<file path="src/inc/psr_params.svh">
// Constants for the PS/2 receive status block
`ifndef PSR_PARAMS_SVH
`define PSR_PARAMS_SVH
`define PSR_AW 12
`define PSR_OFS_DATA 12'h000
`define PSR_OFS_CTRL 12'h004
`define PSR_OFS_STAT 12'h008
`define PSR_OFS_IST 12'h00C
`define PSR_OFS_IMSK 12'h010
`define PSR_CLK_MHZ 50
`define PSR_BIT_US 300
`define PSR_FRAME_MS 2
`define PSR_HOLD_US 300
`define PSR_TW 17
`define PSR_CNT_START 4'h1
`define PSR_CNT_LAST_DATA 4'h8
`define PSR_CNT_PAR 4'h9
`define PSR_CNT_STOP 4'hA
`define PSR_ST_RDY 0
`define PSR_ST_TMO 1
`define PSR_ST_PE 2
`define PSR_ST_FE 3
`define PSR_ST_BUSY 6
`define PSR_CTRL_W 5
`define PSR_INT_W 3
`define PSR_PAR_NONE 2'h0
`define PSR_PAR_EVEN 2'h1
`define PSR_PAR_ODD 2'h2
`define PSR_STOP_HIGH 2'h1
`define PSR_STOP_LOW 2'h2
`endif

</file>
<file path="src/inc/psr_pkg.sv">
// Types for the PS/2 receive status block
package psr_pkg;
  typedef enum logic [2:0] {
    st_idle = 3'h1,
    st_recv = 3'h2,
    st_hold = 3'h4
  } psr_state_t;
  typedef struct packed {
    logic [1:0] stop_mode;
    logic [1:0] par_mode;
    logic channel_enable;
  } psr_ctrl_t;
  typedef struct packed {
    logic framing_error_flag;
    logic parity_error_flag;
    logic receive_timeout_flag;
    logic byte_ready;
  } psr_stat_t;
endpackage

</file>
<file path="src/verilog/psr_rx_status.sv">
// PS/2 receive status, error detection and clock hold with APB registers
// Operation
// - The parity bit is taken from the data line at the tenth falling clock edge.
// - A parity mismatch in even or odd mode sets parity error and timeout and interrupts.
// - After a timeout the clock line is held low at least 300 us and until status is read.
// - A gap over 300 us between falling clock edges in a frame sets the timeout flag.
// - More than 2 ms from start bit to parity bit sets the timeout flag.
// - Parity and framing errors also set the timeout flag.
// - Timeout detection works only while the channel is enabled.
// - A rise of the timeout or byte ready flag raises an activity interrupt.
// - An error-free frame sets byte ready after its eleventh falling edge.
// - Clearing the channel enable after the tenth edge also sets byte ready.
// - Reading the receive data register clears byte ready, which is read-only.
// - A wrong stop bit at the eleventh edge sets framing error and timeout and interrupts.
//
// Design decision made here: the APB register port.
`timescale 1ns/1ns
`include "psr_params.svh"
module psr_rx_status
  import psr_pkg::*;
#(
  parameter int unsigned BIT_CYC = `PSR_BIT_US * `PSR_CLK_MHZ,
  parameter int unsigned FRAME_CYC = `PSR_FRAME_MS * 1000 * `PSR_CLK_MHZ,
  parameter int unsigned HOLD_CYC = `PSR_HOLD_US * `PSR_CLK_MHZ
) (
  input wire logic pclk,
  input wire logic presetn,
  input wire logic psel,
  input wire logic penable,
  input wire logic pwrite,
  input wire logic [`PSR_AW-1:0] paddr,
  input wire logic [31:0] pwdata,
  output logic [31:0] prdata,
  output logic pready,
  output logic pslverr,
  input wire logic ps2_clk_in,
  input wire logic ps2_dat_in,
  output logic ps2_clk_out,
  output logic ps2_clk_oe_n,
  output logic irq
);
  localparam logic [`PSR_TW-1:0] BIT_LIM = `PSR_TW'(BIT_CYC);
  localparam logic [`PSR_TW-1:0] FRAME_LIM = `PSR_TW'(FRAME_CYC);
  localparam logic [`PSR_TW-1:0] HOLD_LIM = `PSR_TW'(HOLD_CYC);

  logic clk_q1_ff, clk_q2_ff, clk_q3_ff, dat_q1_ff, dat_q2_ff;
  logic [31:0] prdata_ff, nxt_prdata;
  logic pready_ff, pslverr_ff, irq_ff, clk_out_ff, clk_oe_n_ff;
  psr_ctrl_t ctrl_ff;
  psr_stat_t stat_ff;
  psr_state_t state_ff;
  logic [3:0] cnt_ff;
  logic [7:0] shift_ff;
  logic [`PSR_TW-1:0] bit_tmr_ff, frame_tmr_ff, hold_tmr_ff;
  logic read_seen_ff;
  logic [`PSR_INT_W-1:0] ist_ff, imsk_ff, ist_set;

  assign prdata = prdata_ff;
  assign pready = pready_ff;
  assign pslverr = pslverr_ff;
  assign irq = irq_ff;
  assign ps2_clk_out = clk_out_ff;
  assign ps2_clk_oe_n = clk_oe_n_ff;

  // Pin synchronisers
  always_ff @(posedge pclk or negedge presetn) begin
    if (!presetn) begin
      clk_q1_ff <= 1'b1;
      clk_q2_ff <= 1'b1;
      clk_q3_ff <= 1'b1;
      dat_q1_ff <= 1'b1;
      dat_q2_ff <= 1'b1;
    end else begin
      clk_q1_ff <= ps2_clk_in;
      clk_q2_ff <= clk_q1_ff;
      clk_q3_ff <= clk_q2_ff;
      dat_q1_ff <= ps2_dat_in;
      dat_q2_ff <= dat_q1_ff;
    end
  end

  wire fall = clk_q3_ff & ~clk_q2_ff;
  wire recv = (state_ff == st_recv);
  wire en = ctrl_ff.channel_enable;
  wire rx_fall = recv & fall & en;

  // APB decode
  wire sel_data = (paddr == `PSR_OFS_DATA);
  wire sel_ctrl = (paddr == `PSR_OFS_CTRL);
  wire sel_stat = (paddr == `PSR_OFS_STAT);
  wire sel_ist = (paddr == `PSR_OFS_IST);
  wire sel_imsk = (paddr == `PSR_OFS_IMSK);
  wire hit = sel_data | sel_ctrl | sel_stat | sel_ist | sel_imsk;
  wire acc = psel & penable & ~pready_ff;
  wire done = psel & penable & pready_ff;
  wire wr = done & pwrite;
  wire rd = done & ~pwrite;

  // Frame events
  wire tenth = rx_fall & (cnt_ff == `PSR_CNT_PAR);
  wire eleventh = rx_fall & (cnt_ff == `PSR_CNT_STOP);
  wire par_xor = ^{shift_ff, dat_q2_ff};
  wire par_err = tenth & (((ctrl_ff.par_mode == `PSR_PAR_EVEN) & par_xor) |
                 ((ctrl_ff.par_mode == `PSR_PAR_ODD) & ~par_xor));
  wire stop_err = eleventh & (((ctrl_ff.stop_mode == `PSR_STOP_HIGH) & ~dat_q2_ff) |
                  ((ctrl_ff.stop_mode == `PSR_STOP_LOW) & dat_q2_ff));
  wire bit_tmo = recv & ~fall & (bit_tmr_ff == BIT_LIM);
  wire frame_tmo = recv & ~fall & (cnt_ff <= `PSR_CNT_PAR) &
                   (frame_tmr_ff == FRAME_LIM);
  wire tmo_ev = (en & (bit_tmo | frame_tmo)) | par_err | stop_err;
  wire rdy_ev = (eleventh & ~stop_err) |
                (recv & ~en & (cnt_ff == `PSR_CNT_STOP));

  always_ff @(posedge pclk or negedge presetn) begin
    if (!presetn) begin
      pready_ff <= 1'b0;
      pslverr_ff <= 1'b0;
      prdata_ff <= 32'h0000_0000;
    end else begin
      pready_ff <= acc;
      pslverr_ff <= acc & ~hit;
      if (acc) begin
        prdata_ff <= nxt_prdata;
      end
    end
  end

  always_comb begin
    nxt_prdata = 32'h0000_0000;
    if (sel_data) begin
      nxt_prdata[7:0] = shift_ff;
    end
    if (sel_ctrl) begin
      nxt_prdata[`PSR_CTRL_W-1:0] = ctrl_ff;
    end
    if (sel_stat) begin
      nxt_prdata[`PSR_ST_FE:`PSR_ST_RDY] = stat_ff;
      nxt_prdata[`PSR_ST_BUSY] = recv;
    end
    if (sel_ist) begin
      nxt_prdata[`PSR_INT_W-1:0] = ist_ff;
    end
    if (sel_imsk) begin
      nxt_prdata[`PSR_INT_W-1:0] = imsk_ff;
    end
  end

  always_ff @(posedge pclk or negedge presetn) begin
    if (!presetn) begin
      ctrl_ff <= '0;
      imsk_ff <= '0;
    end else if (wr) begin
      if (sel_ctrl) begin
        ctrl_ff <= psr_ctrl_t'(pwdata[`PSR_CTRL_W-1:0]);
      end
      if (sel_imsk) begin
        imsk_ff <= pwdata[`PSR_INT_W-1:0];
      end
    end
  end

  // Receive state machine
  always_ff @(posedge pclk or negedge presetn) begin
    if (!presetn) begin
      state_ff <= st_idle;
      cnt_ff <= 4'h0;
    end else begin
      case (state_ff)
        st_idle: begin
          if (en && fall) begin
            state_ff <= st_recv;
            cnt_ff <= `PSR_CNT_START;
          end
        end
        st_recv: begin
          if (tmo_ev) begin
            state_ff <= st_hold;
          end else if (!en || eleventh) begin
            state_ff <= st_idle;
          end else if (fall) begin
            cnt_ff <= cnt_ff + 4'h1;
          end
        end
        st_hold: begin
          if (hold_tmr_ff == HOLD_LIM && read_seen_ff) begin
            state_ff <= st_idle;
          end
        end
        default: state_ff <= st_idle;
      endcase
    end
  end

  // Data bits arrive LSB first on edges two to nine
  always_ff @(posedge pclk or negedge presetn) begin
    if (!presetn) begin
      shift_ff <= 8'h00;
    end else if (rx_fall && cnt_ff <= `PSR_CNT_LAST_DATA) begin
      shift_ff <= {dat_q2_ff, shift_ff[7:1]};
    end
  end

  // Saturating timers
  always_ff @(posedge pclk or negedge presetn) begin
    if (!presetn) begin
      bit_tmr_ff <= '0;
      frame_tmr_ff <= '0;
      hold_tmr_ff <= '0;
      read_seen_ff <= 1'b0;
    end else begin
      if (!recv || fall) begin
        bit_tmr_ff <= '0;
      end else if (bit_tmr_ff != BIT_LIM) begin
        bit_tmr_ff <= bit_tmr_ff + 1'b1;
      end
      if (!recv) begin
        frame_tmr_ff <= '0;
      end else if (frame_tmr_ff != FRAME_LIM) begin
        frame_tmr_ff <= frame_tmr_ff + 1'b1;
      end
      if (state_ff != st_hold) begin
        hold_tmr_ff <= '0;
        read_seen_ff <= 1'b0;
      end else begin
        if (hold_tmr_ff != HOLD_LIM) begin
          hold_tmr_ff <= hold_tmr_ff + 1'b1;
        end
        if (rd && sel_stat) begin
          read_seen_ff <= 1'b1;
        end
      end
    end
  end

  // Status flags; a set in the clearing cycle wins
  wire w1c = wr & sel_stat;
  always_ff @(posedge pclk or negedge presetn) begin
    if (!presetn) begin
      stat_ff <= '0;
    end else begin
      stat_ff.byte_ready <= rdy_ev | (stat_ff.byte_ready & ~(rd & sel_data));
      stat_ff.receive_timeout_flag <= tmo_ev |
        (stat_ff.receive_timeout_flag & ~(w1c & pwdata[`PSR_ST_TMO]));
      stat_ff.parity_error_flag <= par_err |
        (stat_ff.parity_error_flag & ~(w1c & pwdata[`PSR_ST_PE]));
      stat_ff.framing_error_flag <= stop_err |
        (stat_ff.framing_error_flag & ~(w1c & pwdata[`PSR_ST_FE]));
    end
  end

  // Interrupt status: activity, parity, framing
  assign ist_set = {stop_err, par_err,
    (tmo_ev & ~stat_ff.receive_timeout_flag) | (rdy_ev & ~stat_ff.byte_ready)};
  always_ff @(posedge pclk or negedge presetn) begin
    if (!presetn) begin
      ist_ff <= '0;
      irq_ff <= 1'b0;
    end else begin
      ist_ff <= ist_set | (ist_ff & ~((wr & sel_ist) ? pwdata[`PSR_INT_W-1:0] : '0));
      irq_ff <= |(ist_ff & imsk_ff);
    end
  end

  always_ff @(posedge pclk or negedge presetn) begin
    if (!presetn) begin
      clk_out_ff <= 1'b0;
      clk_oe_n_ff <= 1'b1;
    end else begin
      clk_out_ff <= 1'b0;
      clk_oe_n_ff <= (state_ff != st_hold);
    end
  end
endmodule // psr_rx_status

</file>
<file path="config.mk">
export PLATFORM = sky130hd
export DESIGN_NAME = psr_rx_status
export DESIGN_NICKNAME = d
export VERILOG_FILES = /design/src/inc/psr_pkg.sv /design/src/verilog/psr_rx_status.sv
export VERILOG_INCLUDE_DIRS = /design/src /design/src/inc
export SDC_FILE = /design/constraint.sdc
export NUM_CORES = 1
export LEC_CHECK = 0
export BUFFER_PORTS_ARGS = -buffer_cell sky130_fd_sc_hd__buf_2
export CORE_MARGIN = 10
export CORE_UTILIZATION = 30
export CTS_CLUSTER_SIZE = 8
export DETAILED_ROUTE_END_ITERATION = 10
export MAX_ROUTING_LAYER = met4
export PLACE_DENSITY = 0.54
export SLEW_MARGIN = 15
export SYNTH_ARGS = -nofsm -noshare
export SYNTH_HDL_FRONTEND = slang
export SYNTH_SLANG_ARGS = --single-unit
</file>
<file path="constraint.sdc">
create_clock -name pclk -period 2.1 [get_ports pclk]
set_input_delay 0.105 -clock pclk [delete_from_list [all_inputs] [get_ports pclk]]
set_output_delay 0.105 -clock pclk [all_outputs]
set_load 0.1 [all_outputs]
</file>
Word level (Yosys, flattened, before mapping):

Index checks and enable logic that the tools add are counted.

* output and inout port bits: 37
* input port bits: 51
* bits in registers: 99
* word-level logic and storage cells: 174

* magnitude comparators: 2
* add/sub/neg operators: 4
* eq/ne operators: 27
* bitwise gates (word level): 71
* muxes and demuxes: 25
* reduce and logical (&&, ||, !) cells: 19

Operators by type and width (count)
* $mux 17: 6
* $add 17x1->17 const B: 3
* $and 1x1->1: 37
* $eq 17x14->1 const B: 2
* $ne 17x14->1 const B: 2
* $eq 12x4->1 const B: 2
* $mux 3: 7
* $mux 4: 5
* $eq 17x17->1 const B: 1
* $ne 17x17->1 const B: 1
* $not 1->1: 15
* $or 1x1->1: 15
* $eq 12x3->1 const B: 1
* $eq 12x5->1 const B: 1
* $logic_not 12->1: 1
* $ne 2x2->1 const B: 5
* $pmux 3 s3: 1
* $reduce_xor 9->1: 1
* $eq 4x4->1 const B: 2
* $le 4x4->1 const B: 2
* $mux 8: 1
* $pmux 4 s2: 1
* $reduce_bool 2->1: 4
* $and 3x3->3: 2
* other kinds (20): 30

Longest topological paths before layout:

Gate-level depths: netlist (run 1).

* depth after elaboration: 13
* mapped depth: 8
* gate-level depth less buffers: 8

Worst setup path before layout (run 1):

OpenSTA, ideal clock, no wires.

* path type: register -> register
* from: register pready_ff, in the netlist pready
* to: register ctrl_ff[1] in the netlist's numbering
* clock period less this slack: 2.343 ns
* setup time: 0.125 ns
* path buffers: 0
* slack: -0.243 ns
* cell stages (with the launch flop): 4
* arrival time: 2.218 ns
* data required time: 1.975 ns
* cells stage by stage: dfrtp_1 > nand4_1 > nor4_1 > mux2_2

* cells in the longest elaborated chain, start to end: 3

Ends and longest elaborated chain
* start: declaration: line psr_rx_status.sv:48 `logic pready_ff, pslverr_ff, irq_ff, clk_out_ff, clk_oe_n_ff;`
* start signal: assignment: line psr_rx_status.sv:116 `pready_ff <= 1'b0;`
* start signal: assignment: line psr_rx_status.sv:120 `pready_ff <= acc;`
* $and 1x1->1: line psr_rx_status.sv:95 `wire done = psel & penable & pready_ff;`
* $and 1x1->1: line psr_rx_status.sv:96 `wire wr = done & pwrite;`
* $reduce_and 2->1 (no line)
* end signal: assignment: line psr_rx_status.sv:154 `` ctrl_ff <= psr_ctrl_t'(pwdata[`PSR_CTRL_W-1:0]); ``
* end: declaration: line psr_rx_status.sv:49 `psr_ctrl_t ctrl_ff;`

Every way passes these cells.
A chain may end at the register's enable or synchronous reset.

Worst setup path in the final report (run 1):

* from: register state_ff[2]
* to: register state_ff[1]

* cells in the longest elaborated chain, start to end: 10
* elaborated cells on any way between the ends: 24
* those cells by class: eq/ne (6); mux (2); bitwise (14); reduce/logical (2)

Ends and longest elaborated chain
* start: declaration: line psr_rx_status.sv:51 `psr_state_t state_ff;`
* start signal: assignment: line psr_rx_status.sv:165 `state_ff <= st_idle;`
* start signal: assignment: line psr_rx_status.sv:171 `state_ff <= st_recv;`
* start signal: assignment: line psr_rx_status.sv:177 `state_ff <= st_hold;`
* $eq 3x2->1: line psr_rx_status.sv:83, psr_rx_status.sv:168
* $and 1x1->1: line psr_rx_status.sv:107, psr_rx_status.sv:108
* $and 1x1->1 (2 in series): line psr_rx_status.sv:108 `` wire frame_tmo = recv & ~fall & (cnt_ff <= `PSR_CNT_PAR) & ``
* $or 1x1->1: line psr_rx_status.sv:110 `wire tmo_ev = (en & (bit_tmo | frame_tmo)) | par_err | stop_err;`
* $and 1x1->1: line psr_rx_status.sv:110
* $or 1x1->1 (2 in series): line psr_rx_status.sv:110
* $ne 3x1->1 (no line) or $mux 3 (tied branches)
* $reduce_and 3->1 (no line) or $pmux 3 s3 (tied branches)

Parallel ways exist; a longest one is shown, timed or not.

==> results of run 1 <==
[what timing repair did]
action | in CTS | in global routing
endpoints found under the hold margin | 34 | 0
setup buffers | 0 | 5
endpoints found under the setup margin | 5 | 8
hold buffers | 4 | 0
pin swaps | 0 | 1
gates resized for setup | 3 | 11
gates cloned | 0 | 0
[metal layers]
layer	vias up	GRT usage [%]	wire, um
li1	1844	-	-
met1	1851	12.5	5080
met2	92	15.8	5140
met3	14	2.60	804
met4	0	3.85	138
met5	-	-	0
[critical path: stages (launching register included)]
cell	delay [ns]
dfrtp_1	0.40
or3b_4	0.41
or3_1	0.33
nand3b_4	0.17
o2111ai_4	0.23
and3b_2	0.27
a22o_1	0.18
[area by class of cell]
cell class,count,area share [%]
Sequential cell,99,40.6
Clock inverter,6,1.02
Inverter,16,0.980
Tap cell,220,4.49
Multi-Input combinational cell,375,40.8
Timing Repair Buffer,75,8.23
Clock buffer,10,3.90
[kinds of logic after synthesis]
family	count (synthesis)
mux	23
flops	99
other cells	1
fa+ha+maj	11
simple gates	221
xor+xnor	50
buf+inv	52
compound gates	45
[per-stage QoR]
step / instances / power [mW] / hold WS [ns] / utilization [%]
finish: 801 / 4.04 / 0.0180 / 36.7
CTS: 796 / 4.10 / 0.00601 / 36.2
detailed placement: 776 / 2.38 / 0.127 / 34.1
global placement: 776 / 2.38 / 0.114 / 34.1
floorplan: 526 / 2.32 / -0.191 / -
global route: 801 / 4.19 / 0.0208 / 36.7
[power breakdown]
group          internal (mW)  switching [mW]
registers               1.93         0.00785
clock network          0.959           0.736
logic                 0.0552           0.360
[flip-flops by register name (all words and copies together), names as in the netlist, 3 cells and up]
register,count
hold_tmr_ff,17
imsk_ff,3
bit_tmr_ff,17
ctrl_ff,4
state_ff,3
shift_ff,8
stat_ff,4
cnt_ff,4
prdata,8
frame_tmr_ff,17
ist_ff,3
[placed cells by master (no fill, tap or decap), types with 10 or more instances in the layout]
| cell | instances |
|---|---|
| xor2_1 | 27 |
| xnor2_1 | 21 |
| buf_4 | 35 |
| nand2_1 | 39 |
| ha_1 | 10 |
| nand3_1 | 25 |
| and3_1 | 14 |
| nand4_1 | 13 |
| dfrtp_1 | 90 |
| nor2_1 | 75 |
| mux2_2 | 17 |
| buf_2 | 34 |
| inv_1 | 15 |
| o21ai_0 | 14 |
| conb_1 | 25 |
[final timing paths]
kind,from,endpoint
setup / recovery,state_ff[2],state_ff[1]
hold / removal,pwdata[3],ctrl_ff[3]
setup reg to reg,state_ff[2],state_ff[1]
hold reg to reg,dat_q1_ff,dat_q2_ff
max in group asynchronous,presetn,hold_tmr_ff[13]
min in group asynchronous,presetn,frame_tmr_ff[5]
==> impl_metrics.json, run 1 <==
{
  "clock_latency_ns": 0.35,
  "synth_top_cell_by_area": "dfrtp_1",
  "status": "finished with violations",
  "overflow": 0,
  "leakage_nw": 2.67,
  "fillers": 1681,
  "arrival_ns": 2.35,
  "hp-class": "in -> reg",
  "yosys-top-cells-count": "dfrtp_1, nor2_1, nand2_1",
  "portBuffers": 35,
  "placed_area_um2": 5700,
  "synthAdderAreaFrac_pct": 2.68,
  "ir_drop_mv": 0.359,
  "p_per_area_nw_per_um2": 660,
  "async_reset_ff_share_pct": 100,
  "core_area_um2": 16700,
  "wirelength_um": 11200,
  "die_x_um": 151,
  "via_per_inst": 4.75,
  "cts.sinks": 99,
  "postRouteAntennaNets": 0,
  "critPathLaunchType": "flip-flop",
  "clk_path_buf_depth": 2,
  "hold_violations": 0,
  "cap_violations": 0,
  "period_minus_slack_ns": 2.11,
  "grt_pass1_vias": 3807,
  "path_class": "reg -> reg",
  "worstMarginPinSlew_ns": 0.532,
  "slew_viol_final": 0,
  "drive_gt1_share_pct": 22.9,
  "synth_area_um2": 5130,
  "grt_util_all_layers_pct": 10.2,
  "r2r_slack_ns": -0.01,
  "crit_fanout": 5,
  "grt_setup_unrepaired": "true",
  "synth_top_area_share_pct": 44.9,
  "max-slew-margin-rel_pct": 64.6,
  "path_clk_slew_ns": 0.07,
  "tritoncts": "built",
  "pre_cts_slack_ns": -0.0396,
  "fp-row-count": 47,
  "yosysUniqueCellTypes": 56,
  "synthCells": 502,
  "ys.warnings.count": 0,
  "failed_checks": "setup timing",
  "grt_pass1_wl_um": 18500,
  "fin_worst_skew_ns": 0.00830,
  "cts-root-buf": "clkbuf_16",
  "wl_per_cell_um": 13.9,
  "synth_top_family_by_area": "simple AND/OR/NAND/NOR gates",
  "yosysSeqAreaShare_pct": 48.5,
  "gp_congestion": 0.832,
  "setup_viol": 1,
  "drc": 0,
  "synthXorXnorAreaFrac_pct": 9.07,
  "antenna_found_initial": 0,
  "fin_nets": 638,
  "io_pins": 88,
  "timing.final.ws_setup_ns": -0.0107,
  "hpwl_um": 8410,
  "drt-initial-drc-count": 258,
  "whs_path_depth": 2,
  "vias": 3801,
  "end_kind": "flip-flop",
  "synth-edff-count": 0,
  "synth-seq-cells": 99,
  "dr.pass1.iters": 4,
  "muxShareOfSynthArea_pct": 5.63,
  "max_freq_mhz": 474,
  "avgSynthCellArea_um2": 10.2,
  "syn_to_final_growth_pct": 19.4,
  "synth_most_common_cell": "dfrtp_1",
  "cts_made_buffers": 9,
  "stdcell_area_um2": 6130,
  "synth_flop_cell": "dfrtp_1",
  "antennaDiodeCount": 0,
  "finalSetupTns_ns": -0.0107,
  "die-height_um": 151,
  "die-area_um2": 22700,
  "finalCritPeriodShare_pct": 101,
  "multiInputGateArea_um2": 2500,
  "grt_max_degree": 38,
  "initial_core_util_pct": 30.7,
  "htree_levels": 3,
  "synth_compound_area_share_pct": 6.17,
  "seq_area_um2": 2490,
  "yosys.area_share.simple_pct": 22.3,
  "cp.required_ns": 2.34,
  "ff2ff_path_depth": 6,
  "synth_area_leaders": "dfrtp_1, nor2_1, xor2_1"
}
Power figures use the tool's default switching activity.
==> run 2, diff against run 1 <==
PLACE_DENSITY = 0.46   (was 0.54)
==> run 2 against run 1 <==
The flow now finishes without violations; final cell count grew 0.25%; critical path depth is the same; worst setup slack gained 0.011 ns; global-route usage grew 0.39 points; sequential power is essentially flat; critical endpoint unchanged.
==> impl_metrics.json, run 2 (synthesis gave the netlist of run 1 again) <==
{
  "fp-row-count": 47,
  "timing.final.ws_setup_ns": 0.000460,
  "power.switching_mw": 1.09,
  "worstMarginPinSlew_ns": 0.547,
  "fin_nets": 640,
  "internal-power_mw": 3.03,
  "drt-initial-drc-count": 187,
  "cap_violations": 0,
  "multiInputGateArea_um2": 2480,
  "drive_gt1_share_pct": 22.5,
  "status": "completed",
  "pre_cts_slack_ns": -0.0276,
  "leakage_nw": 2.68,
  "die-height_um": 151,
  "fin_worst_skew_ns": 0.00665,
  "grt_pass1_wl_um": 19100,
  "finalCritPeriodShare_pct": 100,
  "cts.sinks": 99,
  "path_class": "reg -> reg",
  "slew_viol_final": 0,
  "grt_pass1_vias": 3829,
  "die-area_um2": 22700,
  "hp-class": "in -> reg",
  "cp.required_ns": 2.34,
  "initial_core_util_pct": 30.7,
  "cp_cell_sequence": "or3b_4 -> or3_4 -> nand3b_4 -> o2111ai_4 -> and3b_2 -> a22o_1",
  "overflow": 0,
  "setup_viol": 0,
  "ir_drop_mv": 0.473,
  "grt_max_degree": 44,
  "seq_area_um2": 2490,
  "syn_to_final_growth_pct": 19.7,
  "use_met1_pct": 13.3,
  "crit_fanout": 5,
  "grt_setup_unrepaired": "true",
  "final_cell_mix": "dfrtp_1, nor2_1, nand2_1, buf_4, buf_2",
  "p_per_area_nw_per_um2": 671,
  "critPathLaunchType": "flip-flop",
  "swShare_pct": 26.6,
  "p_comb_share_pct": 10.0,
  "cts-root-buf": "clkbuf_16",
  "wl_per_cell_um": 14.1,
  "die_x_um": 151,
  "clk_path_buf_depth": 2,
  "clock_latency_ns": 0.34,
  "core_area_um2": 16700,
  "cp_slowest_cell": "or3b_4",
  "antenna_found_initial": 0,
  "wirelength_um": 11300,
  "antennaDiodeCount": 0,
  "path_clk_slew_ns": 0.07,
  "hold_violations": 0,
  "dr.pass1.iters": 4,
  "cts_made_buffers": 9,
  "final_common_cell": "dfrtp_1",
  "arrival_ns": 2.34,
  "slowest_delay_ns": 0.41,
  "seq_power_share_pct": 46.9,
  "grt_util_all_layers_pct": 10.6,
  "max-slew-margin-rel_pct": 63.5,
  "reg.largest.list": "bit_tmr_ff x17, frame_tmr_ff x17, hold_tmr_ff x17",
  "io_pins": 88,
  "period_minus_slack_ns": 2.10,
  "power_frac_clock_pct": 43.1,
  "drc": 0,
  "gp_congestion": 0.815,
  "htree_levels": 3,
  "hpwl_um": 8370,
  "use_met3_pct": 2.51,
  "max_freq_mhz": 476,
  "tritoncts": "built",
  "vias": 3714,
  "grt_use_met2_pct": 16.2,
  "fin_hold_ws_ns": 0.0157,
  "postRouteAntennaNets": 0,
  "fillers": 1689,
  "via_per_inst": 4.63,
  "busiest_layer": "met2",
  "end_kind": "flip-flop",
  "portBuffers": 35
}
==> run 2: changes by cell type in the layout (fill, tap and decap cells not counted), sizes merged <==
cell	previous run	this run
clkinvlp	0	1
buf	71	73
bufinv	1	2
inv	18	16
==> run 2: layout make-up <==
| type | instances | share of cell area (%) |
|---|---|---|
| Clock buffer | 10 | 3.73 |
| Clock inverter | 6 | 1.47 |
| Inverter | 16 | 0.978 |
| Multi-Input combinational cell | 375 | 40.4 |
| Sequential cell | 99 | 40.5 |
| Tap cell | 220 | 4.48 |
| Timing Repair Buffer | 77 | 8.45 |
==> run 2: per-stage QoR <==
stage	total power [mW]	setup TNS, ns	utilization (%)	instances	instance area [um^2]
floorplan	2.32	-0.0941	-	526	5240
global placement	2.38	-0.00217	34.3	780	5730
detailed placement	2.38	-0.0276	34.3	780	5730
CTS	4.19	0	36.5	800	6090
global route	4.29	-0.124	36.8	803	6140
finish	4.12	0	36.8	803	6140
==> run 2: power by group through the flow <==
stage	combinational (mW)	sequential, mW	clock (mW)
after floorplan	0.270	2.05	0
after global placement	0.408	1.97	0
after detailed placement	0.409	1.97	0
after CTS	0.415	1.93	1.84
after global routing	0.436	1.93	1.92
final	0.411	1.93	1.77
==> run 2: what timing repair did <==
item | 4_1_cts | 5_1_grt
setup endpoints to repair | 2 | 7
gates resized for setup | 1 | 8
buffers inserted | 0 | 3
pin swaps | 0 | 3
endpoints found under the hold margin | 38 | 0
hold buffers | 4 | 0
==> run 2: per-layer routing <==
layer	routed length, um	share of wire, %
met3	602	5.3
met5	0	0
met4	157	1.4
met1	5430	48
met2	5160	45
==> run 2: path summary, 6_finish.rpt <==
kind / startpoint / to / slack, ns / cells after the start
min reg2reg: dat_q1_ff / dat_q2_ff / 0.36 / 0
min in group asynchronous: presetn / bit_tmr_ff[13] / 0.28 / 2
max in group asynchronous: presetn / dat_q2_ff / 1.12 / 3
max reg2reg: state_ff[0] / state_ff[1] / 0.0005 / 6
min: pwdata[3] / ctrl_ff[3] / 0.02 / 2
max: state_ff[0] / state_ff[1] / 0.0005 / 6
==> run 2: critical path, delay by kind of cell (launching register included) <==
family / cells / cell delay, ns
flip-flops: 1 / 0.37
AO/OA/AOI/OAI: 2 / 0.38
AND/OR/NAND/NOR: 4 / 1.25
==> run 3, diff against run 2 <==
ABC_AREA = 1   (was not set)
PLACE_DENSITY = 0.45   (was 0.46)
==> run 3 against run 2 <==
Critical path depth rose by 7; fmax up 9.8%; synthesized area is 8.4% higher; clock power shrank 10%; highest routed layer unchanged.
==> impl_metrics.json, run 3 <==
{
  "crit_fanout": 5,
  "synth_area_leaders": "dfrtp_1, nand2_1, inv_1",
  "avgSynthCellArea_um2": 7.90,
  "fin_cells": 994,
  "period_minus_slack_ns": 1.91,
  "ir_drop_mv": 0.375,
  "cts.sinks": 99,
  "ys.warnings.count": 0,
  "htree_levels": 3,
  "final_cell_mix": "nand2_1, dfrtp_1, inv_1, nor2_1, o21ai_0",
  "synth_flop_cell": "dfrtp_1",
  "die-height_um": 156,
  "drive_gt1_share_pct": 18.6,
  "drt-initial-drc-count": 221,
  "synth_top_area_share_pct": 41.4,
  "dr.pass1.iters": 4,
  "cp_cell_sequence": "inv_1 -> nand2_2 -> inv_2 -> nand2_1 -> nor2_1 -> nand2_1 -> nor2_1 -> nor2_1 -> nor2_1 -> nor2_1 -> nand3_2 -> nand2_1 -> nand2_1",
  "portBuffers": 35,
  "fillers": 1881,
  "slowest_delay_ns": 0.53,
  "p_per_area_nw_per_um2": 727,
  "power.total_mw": 4.61,
  "async_reset_ff_share_pct": 100,
  "hpwl_um": 9540,
  "cts-root-buf": "clkbuf_16",
  "yosys-top-cells-count": "nand2_1, dfrtp_1, inv_1",
  "synth_most_common_cell": "nand2_1",
  "gp_congestion": 0.769,
  "grt_pass1_wl_um": 21400,
  "placed_area_um2": 5980,
  "synth_area_um2": 5560,
  "path_class": "reg -> reg",
  "synth_top_cell_by_area": "dfrtp_1",
  "synth-seq-cells": 99,
  "die-area_um2": 24400,
  "drc": 0,
  "synthCells": 704,
  "syn_to_final_growth_pct": 14.0,
  "hold_violations": 0,
  "crit_top_cell": "nor2_1",
  "synth_top_family_by_area": "simple AND/OR/NAND/NOR gates",
  "via_per_inst": 4.60,
  "cp.required_ns": 2.33,
  "critPathLaunchType": "flip-flop",
  "fin_worst_skew_ns": 0.0100,
  "muxShareOfSynthArea_pct": 0,
  "die_x_um": 156,
  "use_met1_pct": 12.8,
  "reg.largest.list": "bit_tmr_ff x17, frame_tmr_ff x17, hold_tmr_ff x17",
  "grt_use_met2_pct": 17.9,
  "synth-edff-count": 0,
  "worst_path_dominant_cell_family": "simple AND/OR/NAND/NOR gates",
  "hp-class": "in -> reg",
  "grt_setup_unrepaired": "false",
  "wl_per_cell_um": 12.9,
  "path_buf_inv": 2,
  "status": "completed",
  "synth_compound_area_share_pct": 11.0,
  "slew_viol_final": 0,
  "grt_max_degree": 40,
  "vias": 4568,
  "grt_pass1_vias": 4505,
  "grt_util_all_layers_pct": 11.0,
  "final_common_cell": "nand2_1",
  "arrival_ns": 2.15,
  "stdcell_area_um2": 6340,
  "fin_nets": 822,
  "cp_slowest_cell": "dfstp_2",
  "yosysSeqAreaShare_pct": 44.7,
  "wirelength_um": 12800,
  "leakage_nw": 2.86,
  "postRouteAntennaNets": 0,
  "end_kind": "flip-flop",
  "path_clk_slew_ns": 0.07,
  "busiest_layer": "met2",
  "placed_cells": 969,
  "use_met3_pct": 2.98,
  "setup_viol": 0,
  "yosysUniqueCellTypes": 46,
  "antennaDiodeCount": 0,
  "finalCritPeriodShare_pct": 91.0,
  "fin_util_pct": 35.1,
  "io_pins": 88,
  "finalSetupTns_ns": 0,
  "overflow": 0,
  "tritoncts": "built",
  "core_area_um2": 18100,
  "initial_core_util_pct": 30.8,
  "synthXorXnorAreaFrac_pct": 0.787,
  "cap_violations": 0,
  "clock_latency_ns": 0.35,
  "cts_made_buffers": 9,
  "clk_path_buf_depth": 2,
  "yosys.area_share.simple_pct": 30.0,
  "synthAdderAreaFrac_pct": 2.47,
  "fp-row-count": 49,
  "max_freq_mhz": 523,
  "antenna_found_initial": 0
}
[run 3: per-stage QoR]
stage | hold slack, ns | setup slack (ns)
final | 0.0624 | 0.188
after global routing | 0.0743 | 0.00208
after CTS | 0.0531 | 0.143
after detailed placement | 0.0582 | 0.155
after global placement | 0.0546 | 0.222
after floorplan | -0.191 | 0.304
[run 3: cell families after synthesis]
| kind of cell | Yosys count |
|---|---|
| simple gates | 342 |
| xor+xnor | 5 |
| compound gates | 109 |
| fa+ha+maj | 11 |
| buf+inv | 137 |
| other cells | 1 |
| flops | 99 |
[run 3: path summary, 6_finish.rpt]
| check | start | endpoint | slack, ns | depth (start not counted) |
|---|---|---|---|---|
| max | clk_q2_ff | cnt_ff[0] | 0.19 | 13 |
| min | pwdata[3] | ctrl_ff[3] | 0.06 | 3 |
| max reg2reg | clk_q2_ff | cnt_ff[0] | 0.19 | 13 |
| min reg2reg | clk_q1_ff | clk_q2_ff | 0.36 | 0 |
| max in group asynchronous | presetn | ps2_clk_oe_n | 1.24 | 3 |
| min in group asynchronous | presetn | prdata[1] | 0.22 | 2 |
[run 3: final cells by class]
class                      instances  area, um^2  share of cell area (%)
tap                              229         287                    4.52
sequential                        99        2490                    39.2
clock buffer                      12         246                    3.89
clock inverter                     4        26.3                   0.414
inverter                         106         403                    6.35
timing repair buffer              52         328                    5.17
multi-input combinational        492        2560                    40.4
[run 3: worst reg2reg max path, delay by kind of cell (launching register included)]
| family | cells | cell delay [ns] |
|---|---|---|
| DFF | 1 | 0.53 |
| and+or+nand+nor | 11 | 1.19 |
| buffers and inverters | 2 | 0.08 |
[run 3: per-layer routing]
layer | vias to the layer above | wire length (um)
met5 | - | 0
met4 | 0 | 146
met3 | 9 | 672
met2 | 73 | 5920
met1 | 2146 | 6080
li1 | 2340 | -
[run 3: power breakdown]
group          switching (mW)  internal (mW)  total, mW
sequential             0.0689           1.99       2.06
combinational           0.711          0.257      0.968
clock                   0.750          0.836       1.59
total                    1.53           3.08       4.61
[run 3: repair_timing]
action,in CTS,in global routing
endpoints found under the hold margin,28,0
setup endpoints to repair,0,4
resized for setup,0,4
buffers inserted,0,5
hold buffers,4,0
